File: config.mk
export PLATFORM = sky130hd
export DESIGN_NAME = rpel_root_port_err
export DESIGN_NICKNAME = d
export VERILOG_FILES = /design/src/rpel_pkg.sv /design/src/rpel_root_port_err.sv
export SDC_FILE = /design/constraint.sdc
export NUM_CORES = 1
export LEC_CHECK = 0
export BUFFER_PORTS_ARGS = -buffer_cell sky130_fd_sc_hd__buf_2
export CAP_MARGIN = 25
export CORE_MARGIN = 3
export CORE_UTILIZATION = 30
export CTS_CLUSTER_DIAMETER = 40
export DETAILED_ROUTE_END_ITERATION = 10
export PLACE_DENSITY = 0.46
export SLEW_MARGIN = 20
export SYNTH_ARGS = -nofsm -noshare
export SYNTH_HDL_FRONTEND = slang
export SYNTH_SLANG_ARGS = --single-unit
File: constraint.sdc
create_clock -name i_ref_clk -period 9.85 [get_ports i_ref_clk]
set_clock_uncertainty 0.15 [all_clocks]
set_input_delay 0.4925 -clock i_ref_clk [delete_from_list [all_inputs] [get_ports i_ref_clk]]
set_output_delay 0.4925 -clock i_ref_clk [all_outputs]
set_load 0.02 [all_outputs]
File: src/rpel_pkg.sv
`default_nettype none
package rpel_pkg;
  localparam int unsigned ADDR_W   = 12;
  localparam int unsigned DATA_W   = 32;
  localparam int unsigned NUM_PAIR = 5;

  // Status and mask slot indices within the paired register arrays.
  localparam int unsigned IDX_UNC   = 0;
  localparam int unsigned IDX_COR   = 1;
  localparam int unsigned IDX_ROOT  = 2;
  localparam int unsigned IDX_P_COR = 3;
  localparam int unsigned IDX_P_UNC = 4;

  localparam logic [ADDR_W-1:0] OFS_SLOT_CTRL = 12'h0a8;
  localparam logic [ADDR_W-1:0] OFS_HDR_CAP   = 12'h11c;

  localparam logic [ADDR_W-1:0] OFS_STS  [NUM_PAIR] = '{12'h104, 12'h110, 12'h130,
                                                        12'h200, 12'h208};
  localparam logic [ADDR_W-1:0] OFS_MASK [NUM_PAIR] = '{12'h218, 12'h21c, 12'h220,
                                                        12'h228, 12'h224};

  localparam logic [DATA_W-1:0] MASK_RST      = 32'hffff_ffff;
  localparam logic [DATA_W-1:0] STS_RST       = 32'h0000_0000;
  localparam logic [DATA_W-1:0] HDR_RST       = 32'h0000_0000;
  localparam logic [15:0]       SLOT_CTRL_RST = 16'h0400;

  localparam int unsigned BIT_SURPRISE_DOWN = 5;
  localparam int unsigned BIT_MALFORMED     = 18;
  localparam int unsigned BIT_PWR_CTRL      = 10;
endpackage : rpel_pkg
`default_nettype wire

File: src/rpel_root_port_err.sv
`timescale 1ns/1ps
`default_nettype none
module rpel_root_port_err (
  input  wire logic                        i_ref_clk,
  input  wire logic                        i_rst_n,
  input  wire logic [rpel_pkg::ADDR_W-1:0] i_cfg_addr,
  input  wire logic                        i_cfg_wr,
  input  wire logic                        i_cfg_rd,
  input  wire logic [rpel_pkg::DATA_W-1:0] i_cfg_wdata,
  output logic      [rpel_pkg::DATA_W-1:0] o_cfg_rdata,
  output logic                             o_cfg_ack,
  input  wire logic [rpel_pkg::DATA_W-1:0] i_unc_err,
  input  wire logic [rpel_pkg::DATA_W-1:0] i_cor_err,
  input  wire logic [rpel_pkg::DATA_W-1:0] i_root_err,
  input  wire logic [rpel_pkg::DATA_W-1:0] i_port_cor_err,
  input  wire logic [rpel_pkg::DATA_W-1:0] i_port_unc_err,
  input  wire logic                        i_surprise_down,
  input  wire logic                        i_malformed_tlp,
  input  wire logic [rpel_pkg::DATA_W-1:0] i_tlp_header,
  output logic                             o_err_report,
  output logic                             o_pwr_ctrl
);
  localparam int unsigned NP = rpel_pkg::NUM_PAIR;
  localparam int unsigned DW = rpel_pkg::DATA_W;

  logic [DW-1:0] sts_r   [NP];
  logic [DW-1:0] mask_r  [NP];
  logic [DW-1:0] ev      [NP];
  logic [DW-1:0] ev_kept [NP];
  logic [DW-1:0] w1c     [NP];
  logic [DW-1:0] pending [NP];
  logic [NP-1:0] sts_hit;
  logic [NP-1:0] mask_hit;
  logic [NP-1:0] pend_any;
  logic [15:0]   slot_ctrl_r;
  logic [DW-1:0] hdr_r;
  logic [DW-1:0] rdata_nxt;
  logic          slot_hit;
  logic          hdr_hit;
  logic          sdown_ok;
  logic          mal_capture;
  logic [DW-1:0] sdown_vec;
  logic [DW-1:0] mal_vec;

  assign slot_hit = (i_cfg_addr == rpel_pkg::OFS_SLOT_CTRL);
  assign hdr_hit  = (i_cfg_addr == rpel_pkg::OFS_HDR_CAP);

  // Surprise down is only recorded while the power controller bit is clear.
  assign sdown_ok  = i_surprise_down && !slot_ctrl_r[rpel_pkg::BIT_PWR_CTRL];
  assign sdown_vec = DW'(sdown_ok) << rpel_pkg::BIT_SURPRISE_DOWN;
  assign mal_vec   = DW'(i_malformed_tlp) << rpel_pkg::BIT_MALFORMED;

  // The header is kept for an unmasked malformed packet only while its status flag is clear.
  assign mal_capture = i_malformed_tlp
                     && !mask_r[rpel_pkg::IDX_UNC][rpel_pkg::BIT_MALFORMED]
                     && !sts_r[rpel_pkg::IDX_UNC][rpel_pkg::BIT_MALFORMED];

  assign ev[rpel_pkg::IDX_UNC]   = i_unc_err | sdown_vec | mal_vec;
  assign ev[rpel_pkg::IDX_COR]   = i_cor_err;
  assign ev[rpel_pkg::IDX_ROOT]  = i_root_err;
  assign ev[rpel_pkg::IDX_P_COR] = i_port_cor_err;
  assign ev[rpel_pkg::IDX_P_UNC] = i_port_unc_err;

  genvar k;
  generate
    for (k = 0; k < NP; k++) begin : g_pair
      assign sts_hit[k]  = (i_cfg_addr == rpel_pkg::OFS_STS[k]);
      assign mask_hit[k] = (i_cfg_addr == rpel_pkg::OFS_MASK[k]);
      assign w1c[k]      = (i_cfg_wr && sts_hit[k]) ? i_cfg_wdata : '0;
      assign pending[k]  = sts_r[k] & ~mask_r[k];
      assign pend_any[k] = |pending[k];
      assign ev_kept[k]  = ev[k] & ~mask_r[k];

      always_ff @(posedge i_ref_clk) begin
        if (!i_rst_n) begin
          sts_r[k]  <= rpel_pkg::STS_RST;
          mask_r[k] <= rpel_pkg::MASK_RST;
        end else begin
          // A new event wins over a clear written in the same cycle.
          sts_r[k] <= (sts_r[k] & ~w1c[k]) | ev_kept[k];
          if (i_cfg_wr && mask_hit[k]) begin
            mask_r[k] <= i_cfg_wdata;
          end
        end
      end
    end
  endgenerate

  always_comb begin
    rdata_nxt = '0;
    for (int i = 0; i < NP; i++) begin
      if (sts_hit[i]) begin
        rdata_nxt = sts_r[i];
      end
      if (mask_hit[i]) begin
        rdata_nxt = mask_r[i];
      end
    end
    if (slot_hit) begin
      rdata_nxt = {16'h0000, slot_ctrl_r};
    end
    if (hdr_hit) begin
      rdata_nxt = hdr_r;
    end
  end

  always_ff @(posedge i_ref_clk) begin
    if (!i_rst_n) begin
      slot_ctrl_r  <= rpel_pkg::SLOT_CTRL_RST;
      hdr_r        <= rpel_pkg::HDR_RST;
      o_cfg_rdata  <= '0;
      o_cfg_ack    <= 1'b0;
      o_err_report <= 1'b0;
      o_pwr_ctrl   <= 1'b0;
    end else begin
      if (i_cfg_wr && slot_hit) begin
        slot_ctrl_r <= i_cfg_wdata[15:0];
      end
      if (mal_capture) begin
        hdr_r <= i_tlp_header;
      end
      o_cfg_rdata  <= i_cfg_rd ? rdata_nxt : '0;
      o_cfg_ack    <= i_cfg_rd || i_cfg_wr;
      o_err_report <= |pend_any;
      o_pwr_ctrl   <= slot_ctrl_r[rpel_pkg::BIT_PWR_CTRL];
    end
  end

  // Checks on the logging behaviour.
  localparam int unsigned UNC  = rpel_pkg::IDX_UNC;
  localparam int unsigned COR  = rpel_pkg::IDX_COR;
  localparam int unsigned ROOT = rpel_pkg::IDX_ROOT;
  localparam int unsigned PCOR = rpel_pkg::IDX_P_COR;
  localparam int unsigned PUNC = rpel_pkg::IDX_P_UNC;
  localparam int unsigned SDB  = rpel_pkg::BIT_SURPRISE_DOWN;
  localparam int unsigned MALB = rpel_pkg::BIT_MALFORMED;
  localparam int unsigned PWRB = rpel_pkg::BIT_PWR_CTRL;

  // Reset values are checked with no disable, so the reset branch itself is covered.
  a_reset_masks_one: assert property (@(posedge i_ref_clk)
    !i_rst_n |=> (mask_r[UNC] == '1) && (mask_r[COR] == '1) && (mask_r[ROOT] == '1)
                 && (mask_r[PCOR] == '1) && (mask_r[PUNC] == '1))
    else $error("mask not all ones after reset");

  a_reset_sts_clear: assert property (@(posedge i_ref_clk)
    !i_rst_n |=> (sts_r[UNC] == rpel_pkg::STS_RST) && (sts_r[COR] == rpel_pkg::STS_RST)
                 && (sts_r[ROOT] == rpel_pkg::STS_RST) && (sts_r[PCOR] == rpel_pkg::STS_RST)
                 && (sts_r[PUNC] == rpel_pkg::STS_RST))
    else $error("status not clear after reset");

  a_reset_slot_ctrl: assert property (@(posedge i_ref_clk)
    !i_rst_n |=> (slot_ctrl_r == rpel_pkg::SLOT_CTRL_RST) && (hdr_r == rpel_pkg::HDR_RST))
    else $error("slot control or header not at reset value");

  a_reset_outputs: assert property (@(posedge i_ref_clk)
    !i_rst_n |=> !o_cfg_ack && !o_err_report && !o_pwr_ctrl && (o_cfg_rdata == '0))
    else $error("outputs not idle after reset");

  a_unmasked_event_logs: assert property (@(posedge i_ref_clk) disable iff (!i_rst_n)
    (i_cor_err != '0)
    |=> ((sts_r[COR] & $past(ev_kept[COR])) == $past(ev_kept[COR])))
    else $error("unmasked correctable event not logged");

  a_unc_mask_gate: assert property (@(posedge i_ref_clk) disable iff (!i_rst_n)
    1'b1 |=> ((sts_r[UNC] & ~$past(sts_r[UNC]) & $past(mask_r[UNC])) == '0))
    else $error("masked uncorrectable bit recorded");

  a_cor_mask_gate: assert property (@(posedge i_ref_clk) disable iff (!i_rst_n)
    1'b1 |=> ((sts_r[COR] & ~$past(sts_r[COR]) & $past(mask_r[COR])) == '0))
    else $error("masked correctable bit recorded");

  a_root_mask_gate: assert property (@(posedge i_ref_clk) disable iff (!i_rst_n)
    1'b1 |=> ((sts_r[ROOT] & ~$past(sts_r[ROOT]) & $past(mask_r[ROOT])) == '0))
    else $error("masked root error bit recorded");

  a_port_mask_gate: assert property (@(posedge i_ref_clk) disable iff (!i_rst_n)
    1'b1 |=> ((sts_r[PCOR] & ~$past(sts_r[PCOR]) & $past(mask_r[PCOR])) == '0)
             && ((sts_r[PUNC] & ~$past(sts_r[PUNC]) & $past(mask_r[PUNC])) == '0))
    else $error("masked port specific bit recorded");

  // Surprise down only counts while the power controller bit is clear.
  a_sdown_pwr_gate: assert property (@(posedge i_ref_clk) disable iff (!i_rst_n)
    (i_surprise_down && slot_ctrl_r[PWRB] && !sts_r[UNC][SDB] && !i_unc_err[SDB] && !i_cfg_wr)
    |=> !sts_r[UNC][SDB])
    else $error("surprise down logged with power control set");

  a_sdown_logged: assert property (@(posedge i_ref_clk) disable iff (!i_rst_n)
    (i_surprise_down && !slot_ctrl_r[PWRB] && !mask_r[UNC][SDB]) |=> sts_r[UNC][SDB])
    else $error("surprise down not logged");

  // An unmasked malformed packet sets its flag and freezes the header until the flag is cleared.
  a_mal_flagged: assert property (@(posedge i_ref_clk) disable iff (!i_rst_n)
    (i_malformed_tlp && !mask_r[UNC][MALB]) |=> sts_r[UNC][MALB])
    else $error("malformed packet not flagged");

  a_hdr_capture: assert property (@(posedge i_ref_clk) disable iff (!i_rst_n)
    mal_capture |=> sts_r[UNC][MALB] && (hdr_r == $past(i_tlp_header)))
    else $error("malformed header not captured");

  a_hdr_hold: assert property (@(posedge i_ref_clk) disable iff (!i_rst_n)
    !mal_capture |=> $stable(hdr_r))
    else $error("header changed without a capture");

  a_w1c_keep: assert property (@(posedge i_ref_clk) disable iff (!i_rst_n)
    1'b1 |=> (($past(sts_r[PUNC]) & ~sts_r[PUNC] & ~$past(w1c[PUNC])) == '0))
    else $error("status bit lost without write one");

  a_slot_store: assert property (@(posedge i_ref_clk) disable iff (!i_rst_n)
    (i_cfg_wr && slot_hit) |=> (slot_ctrl_r == 16'($past(i_cfg_wdata))))
    else $error("slot control write not stored");

  a_pwr_follows: assert property (@(posedge i_ref_clk) disable iff (!i_rst_n)
    1'b1 |=> (o_pwr_ctrl == $past(slot_ctrl_r[PWRB])))
    else $error("power control output does not follow slot control");

  // The report output trails the pending set by one register stage.
  a_report_up: assert property (@(posedge i_ref_clk) disable iff (!i_rst_n)
    (pend_any != '0) |=> o_err_report)
    else $error("pending error not reported");

  a_report_down: assert property (@(posedge i_ref_clk) disable iff (!i_rst_n)
    (pend_any == '0) |=> !o_err_report)
    else $error("report raised with nothing pending");

  // Every access is acknowledged one cycle later; read data is zero outside a read.
  a_read_ack: assert property (@(posedge i_ref_clk) disable iff (!i_rst_n)
    i_cfg_rd |=> o_cfg_ack)
    else $error("read not acknowledged");

  a_write_ack: assert property (@(posedge i_ref_clk) disable iff (!i_rst_n)
    i_cfg_wr |=> o_cfg_ack)
    else $error("write not acknowledged");

  a_idle_no_ack: assert property (@(posedge i_ref_clk) disable iff (!i_rst_n)
    (!i_cfg_rd && !i_cfg_wr) |=> !o_cfg_ack)
    else $error("acknowledge without an access");

  a_idle_rdata_zero: assert property (@(posedge i_ref_clk) disable iff (!i_rst_n)
    !i_cfg_rd |=> (o_cfg_rdata == '0))
    else $error("read data not zero outside a read");

  a_unmapped_read: assert property (@(posedge i_ref_clk) disable iff (!i_rst_n)
    (i_cfg_rd && !slot_hit && !hdr_hit && (sts_hit == '0) && (mask_hit == '0))
    |=> (o_cfg_rdata == '0))
    else $error("unmapped read not zero");

  a_read_slot: assert property (@(posedge i_ref_clk) disable iff (!i_rst_n)
    (i_cfg_rd && slot_hit) |=> (o_cfg_rdata == {16'h0000, $past(slot_ctrl_r)}))
    else $error("slot control read back wrong");

  a_read_hdr: assert property (@(posedge i_ref_clk) disable iff (!i_rst_n)
    (i_cfg_rd && hdr_hit) |=> (o_cfg_rdata == $past(hdr_r)))
    else $error("header read back wrong");

  // Per pair: recording, clearing, mask storage and read-back.
  genvar p;
  generate
    for (p = 0; p < NP; p++) begin : g_pair_chk
      a_event_sets: assert property (@(posedge i_ref_clk) disable iff (!i_rst_n)
        (ev_kept[p] != '0) |=> ((sts_r[p] & $past(ev_kept[p])) == $past(ev_kept[p])))
        else $error("unmasked event not recorded");

      a_w1c_hold: assert property (@(posedge i_ref_clk) disable iff (!i_rst_n)
        1'b1 |=> (($past(sts_r[p]) & ~sts_r[p] & ~$past(w1c[p])) == '0))
        else $error("status bit lost without write one");

      a_w1c_clear: assert property (@(posedge i_ref_clk) disable iff (!i_rst_n)
        (w1c[p] != '0) |=> ((sts_r[p] & $past(w1c[p]) & ~$past(ev_kept[p])) == '0))
        else $error("status bit not cleared by write one");

      a_mask_store: assert property (@(posedge i_ref_clk) disable iff (!i_rst_n)
        (i_cfg_wr && mask_hit[p]) |=> (mask_r[p] == $past(i_cfg_wdata)))
        else $error("mask write not stored");

      a_mask_hold: assert property (@(posedge i_ref_clk) disable iff (!i_rst_n)
        !(i_cfg_wr && mask_hit[p]) |=> $stable(mask_r[p]))
        else $error("mask changed without a write");

      a_read_status: assert property (@(posedge i_ref_clk) disable iff (!i_rst_n)
        (i_cfg_rd && sts_hit[p]) |=> (o_cfg_rdata == $past(sts_r[p])))
        else $error("status read back wrong");

      a_read_mask: assert property (@(posedge i_ref_clk) disable iff (!i_rst_n)
        (i_cfg_rd && mask_hit[p]) |=> (o_cfg_rdata == $past(mask_r[p])))
        else $error("mask read back wrong");
    end
  endgenerate

  c_mask_cleared: cover property (@(posedge i_ref_clk) disable iff (!i_rst_n)
    i_cfg_wr && mask_hit[UNC] && (i_cfg_wdata == '0));
  c_sdown_logged: cover property (@(posedge i_ref_clk) disable iff (!i_rst_n)
    sdown_ok && !mask_r[UNC][SDB]);
  c_hdr_captured: cover property (@(posedge i_ref_clk) disable iff (!i_rst_n) mal_capture);
  c_report_up: cover property (@(posedge i_ref_clk) disable iff (!i_rst_n) $rose(o_err_report));
  c_status_cleared: cover property (@(posedge i_ref_clk) disable iff (!i_rst_n)
    (w1c[UNC] & sts_r[UNC]) != '0);
endmodule // rpel_root_port_err
`default_nettype wire

==> impl_metrics.toml <==
[timing]
relSlewSlack_pct = 17.95
maxSlewViolCount = 0
max_freq_mhz = 267.6
timing.final.crit_share_pct = 37.94
worstMarginPinSlew_ns = 1.231
hold_violations = 0
rsz0062_at_grt = "no"
setup_tns_ns = 0
setup_viol = 0
min_period_ns = 3.737

[clocking]
cts_hold_buf = 78
clockBufferDepth = 3
numCtsBuffers = 73
worstSkewPairLatency_ns = 0.62
cts_max_level = 3
postCtsSetupBuffers = 0
cts.sink_count = 403
clk_pin_slew_ns = 0.06
clockRootBuffer = "clkbuf_16"
cts_tree = "done"
cts_resized = 0

[placed_design]
dpl_cell_area_um2 = 21400
place_inst = 3223
portBuffers = 276
hpwl_um = 78860
gp_congestion = 0.9840

[status]
outcome = "complete, no violations"

[global_routing]
grt_pass1_wl_um = 145700
grt_pass1_vias = 19020
grt_usage_pct = 30.75
antenna_found_initial = 8
grt_max_degree = 83
grt_overflow = 0

[floorplan]
dieArea_um2 = 67370
io_pins = 277
start_util_pct = 30.46
die_width_um = 259.6
core-area_um2 = 63310
rows = 92
die_y_um = 259.6

[synthesis]
synth.yosys.seq_area_share_pct = 50.14
synth_area_um2 = 19290
synth_top_area_share_pct = 25.22
yosys_register_bits = 403
netlist_top_cells_count = "262 x a21oi_1, 256 x nand2_1, 243 x dfxtp_1"
yosysMostFrequentCell = "a21oi_1"
async_flop_share_pct = 0
netlist_instances = 2239
yosysWarnings = 0
synth_fp_nets = 2481
yosysTopAreaCell = "dfxtp_1"
synth_cell_types = 63
synth_area_leaders = "dfxtp_1 25%, edfxtp_1 25%, a21oi_1 6.8%"
synth_edf_count = 160
synthFlopType = "dfxtp_1"
syn_avg_cell_area_um2 = 8.614

[flow_run]
cap_violations = 0

[cells_and_area]
final_cells = 3436
final_area_um2 = 24650
drive_gt1_share_pct = 18.09
syn2layout_area_growth_pct = 27.82
num-nets-final = 2772

[route]
num_vias = 19690
first_iter_violations = 2540
wl_per_cell_um = 30.93
drc = 0
drtAntennaViolNets = 0
vias_per_cell = 5.731
wirelength_um = 106300
drt_pass1_iterations = 6

[critical_path]
worstSetupPathType = "primary input to register"
arrival_ns = 4.11
required_ns = 10.22
reg2regPathDepth = 5
cp-end-kind = "register"
startpoint_type = "primary input"
cp_max_fo = 21

[power_and_ir_drop]
p_total_uw = 4902
power_density_nw_per_um2 = 198.9
p_leak_uw = 0.009203
pwr-share-seq_pct = 39.5
clockPowerShare_pct = 52.2
switching_share_pct = 26.89
switchingPower_uw = 1318
power_frac_comb_pct = 8.4
ir_drop_mv = 0.1020
power.internal_uw = 3584

[hold_path]
hold_path_class = "primary input to register"
hold-path-cell-count = 3
cells by family after synthesis:
family / count (synthesis) / share of synthesized area [%]
DFF: 403 / 50.14
muxes: 17 / 0.8888
buffers and inverters: 367 / 7.454
AOI/OAI and AO/OA: 614 / 20.18
and+or+nand+nor: 838 / 21.34
layout by cell type (no fill, tap or decap), types with 8 or more instances in the layout:
master | synthesis | layout
buf_2 | 36 | 276
a21oi_1 | 262 | 262
nand2_1 | 256 | 253
dfxtp_1 | 243 | 243
nor2_1 | 222 | 219
inv_1 | 192 | 191
edfxtp_1 | 160 | 160
or3_1 | 133 | 133
o22ai_1 | 92 | 92
dlygate4sd3_1 | 0 | 78
clkbuf_16 | 0 | 76
nor2b_1 | 75 | 75
a22oi_1 | 70 | 70
a221oi_1 | 42 | 42
o21ai_0 | 42 | 38
nand2b_1 | 36 | 36
buf_4 | 4 | 36
nand3_1 | 33 | 33
o221ai_1 | 20 | 20
mux2i_1 | 16 | 16
nand4_1 | 15 | 15
nor3_1 | 16 | 15
a211oi_1 | 13 | 13
inv_6 | 0 | 11
nor4_1 | 11 | 10
clkinv_2 | 0 | 10
a221o_1 | 9 | 9
clkinv_4 | 0 | 9
a2bb2oi_1 | 8 | 8
clkbuf_1 | 132 | 8
state kept, by name, summed over array words and instances, names as in the netlist:
signal        flops
hdr_r            32
mask_r          160
o_cfg_ack         1
o_cfg_rdata      32
o_err_report      1
o_pwr_ctrl        1
slot_ctrl_r      16
sts_r           160
worst max-delay path, cell delays in order:
cell and delay (ns):
buf_2 0.48, nor4b_4 0.54, nand3_1 0.88, nor2_1 1.06, nor2_1 0.38, a31oi_1 0.26
per-stage QoR:
stage	hold WS (ns)	util (%)	worst slack, ns
3_3_place_gp	0.2899	33.79	5.730
4_1_cts	0.0002839	38.92	6.246
2_1_floorplan	0.2832	-	5.143
6_report	0.01697	38.94	6.113
5_1_grt	0.02650	38.92	6.011
3_5_place_dp	0.2932	33.81	5.616
metal layers:
metal  vias to the layer above  part of all wire (%)  track usage, %
li1                       8544                     -               -
met1                      9793                    40           39.14
met2                      1120                    46           49.52
met3                       227                   8.5           5.717
met4                         6                   5.7           16.26
met5                         -                 0.041               0
final timing paths:
| check | startpoint | to | slack [ns] |
|---|---|---|---|
| setup / recovery | i_cfg_addr[5] | o_cfg_rdata[4] | 6.11 |
| hold / removal | i_tlp_header[25] | hdr_r[25] | 0.02 |
| setup reg to reg | mask_r[1][9] | o_err_report | 7.01 |
| hold reg to reg | slot_ctrl_r[0] | slot_ctrl_r[0] | 0.30 |
layout make-up:
class	count	area (um2)
fillers	6555	38660
flip-flops and latches	403	9669
multi-input cells	1469	8290
repair buffers	391	2444
clock buffers	89	2001
well taps	846	1059
inverters	192	725.7
clock inverters	43	455.4
diodes	3	7.507
power groups by stage:
stage / Clock, uW / Sequential [uW] / Combinational [uW]
CTS: 2580 / 1930 / 404
floorplan: 0 / 1900 / 193
global route: 2650 / 1940 / 434
global placement: 0 / 1960 / 375
finish: 2560 / 1940 / 409
detailed placement: 0 / 1960 / 378
Power figures use the tool's default switching activity.
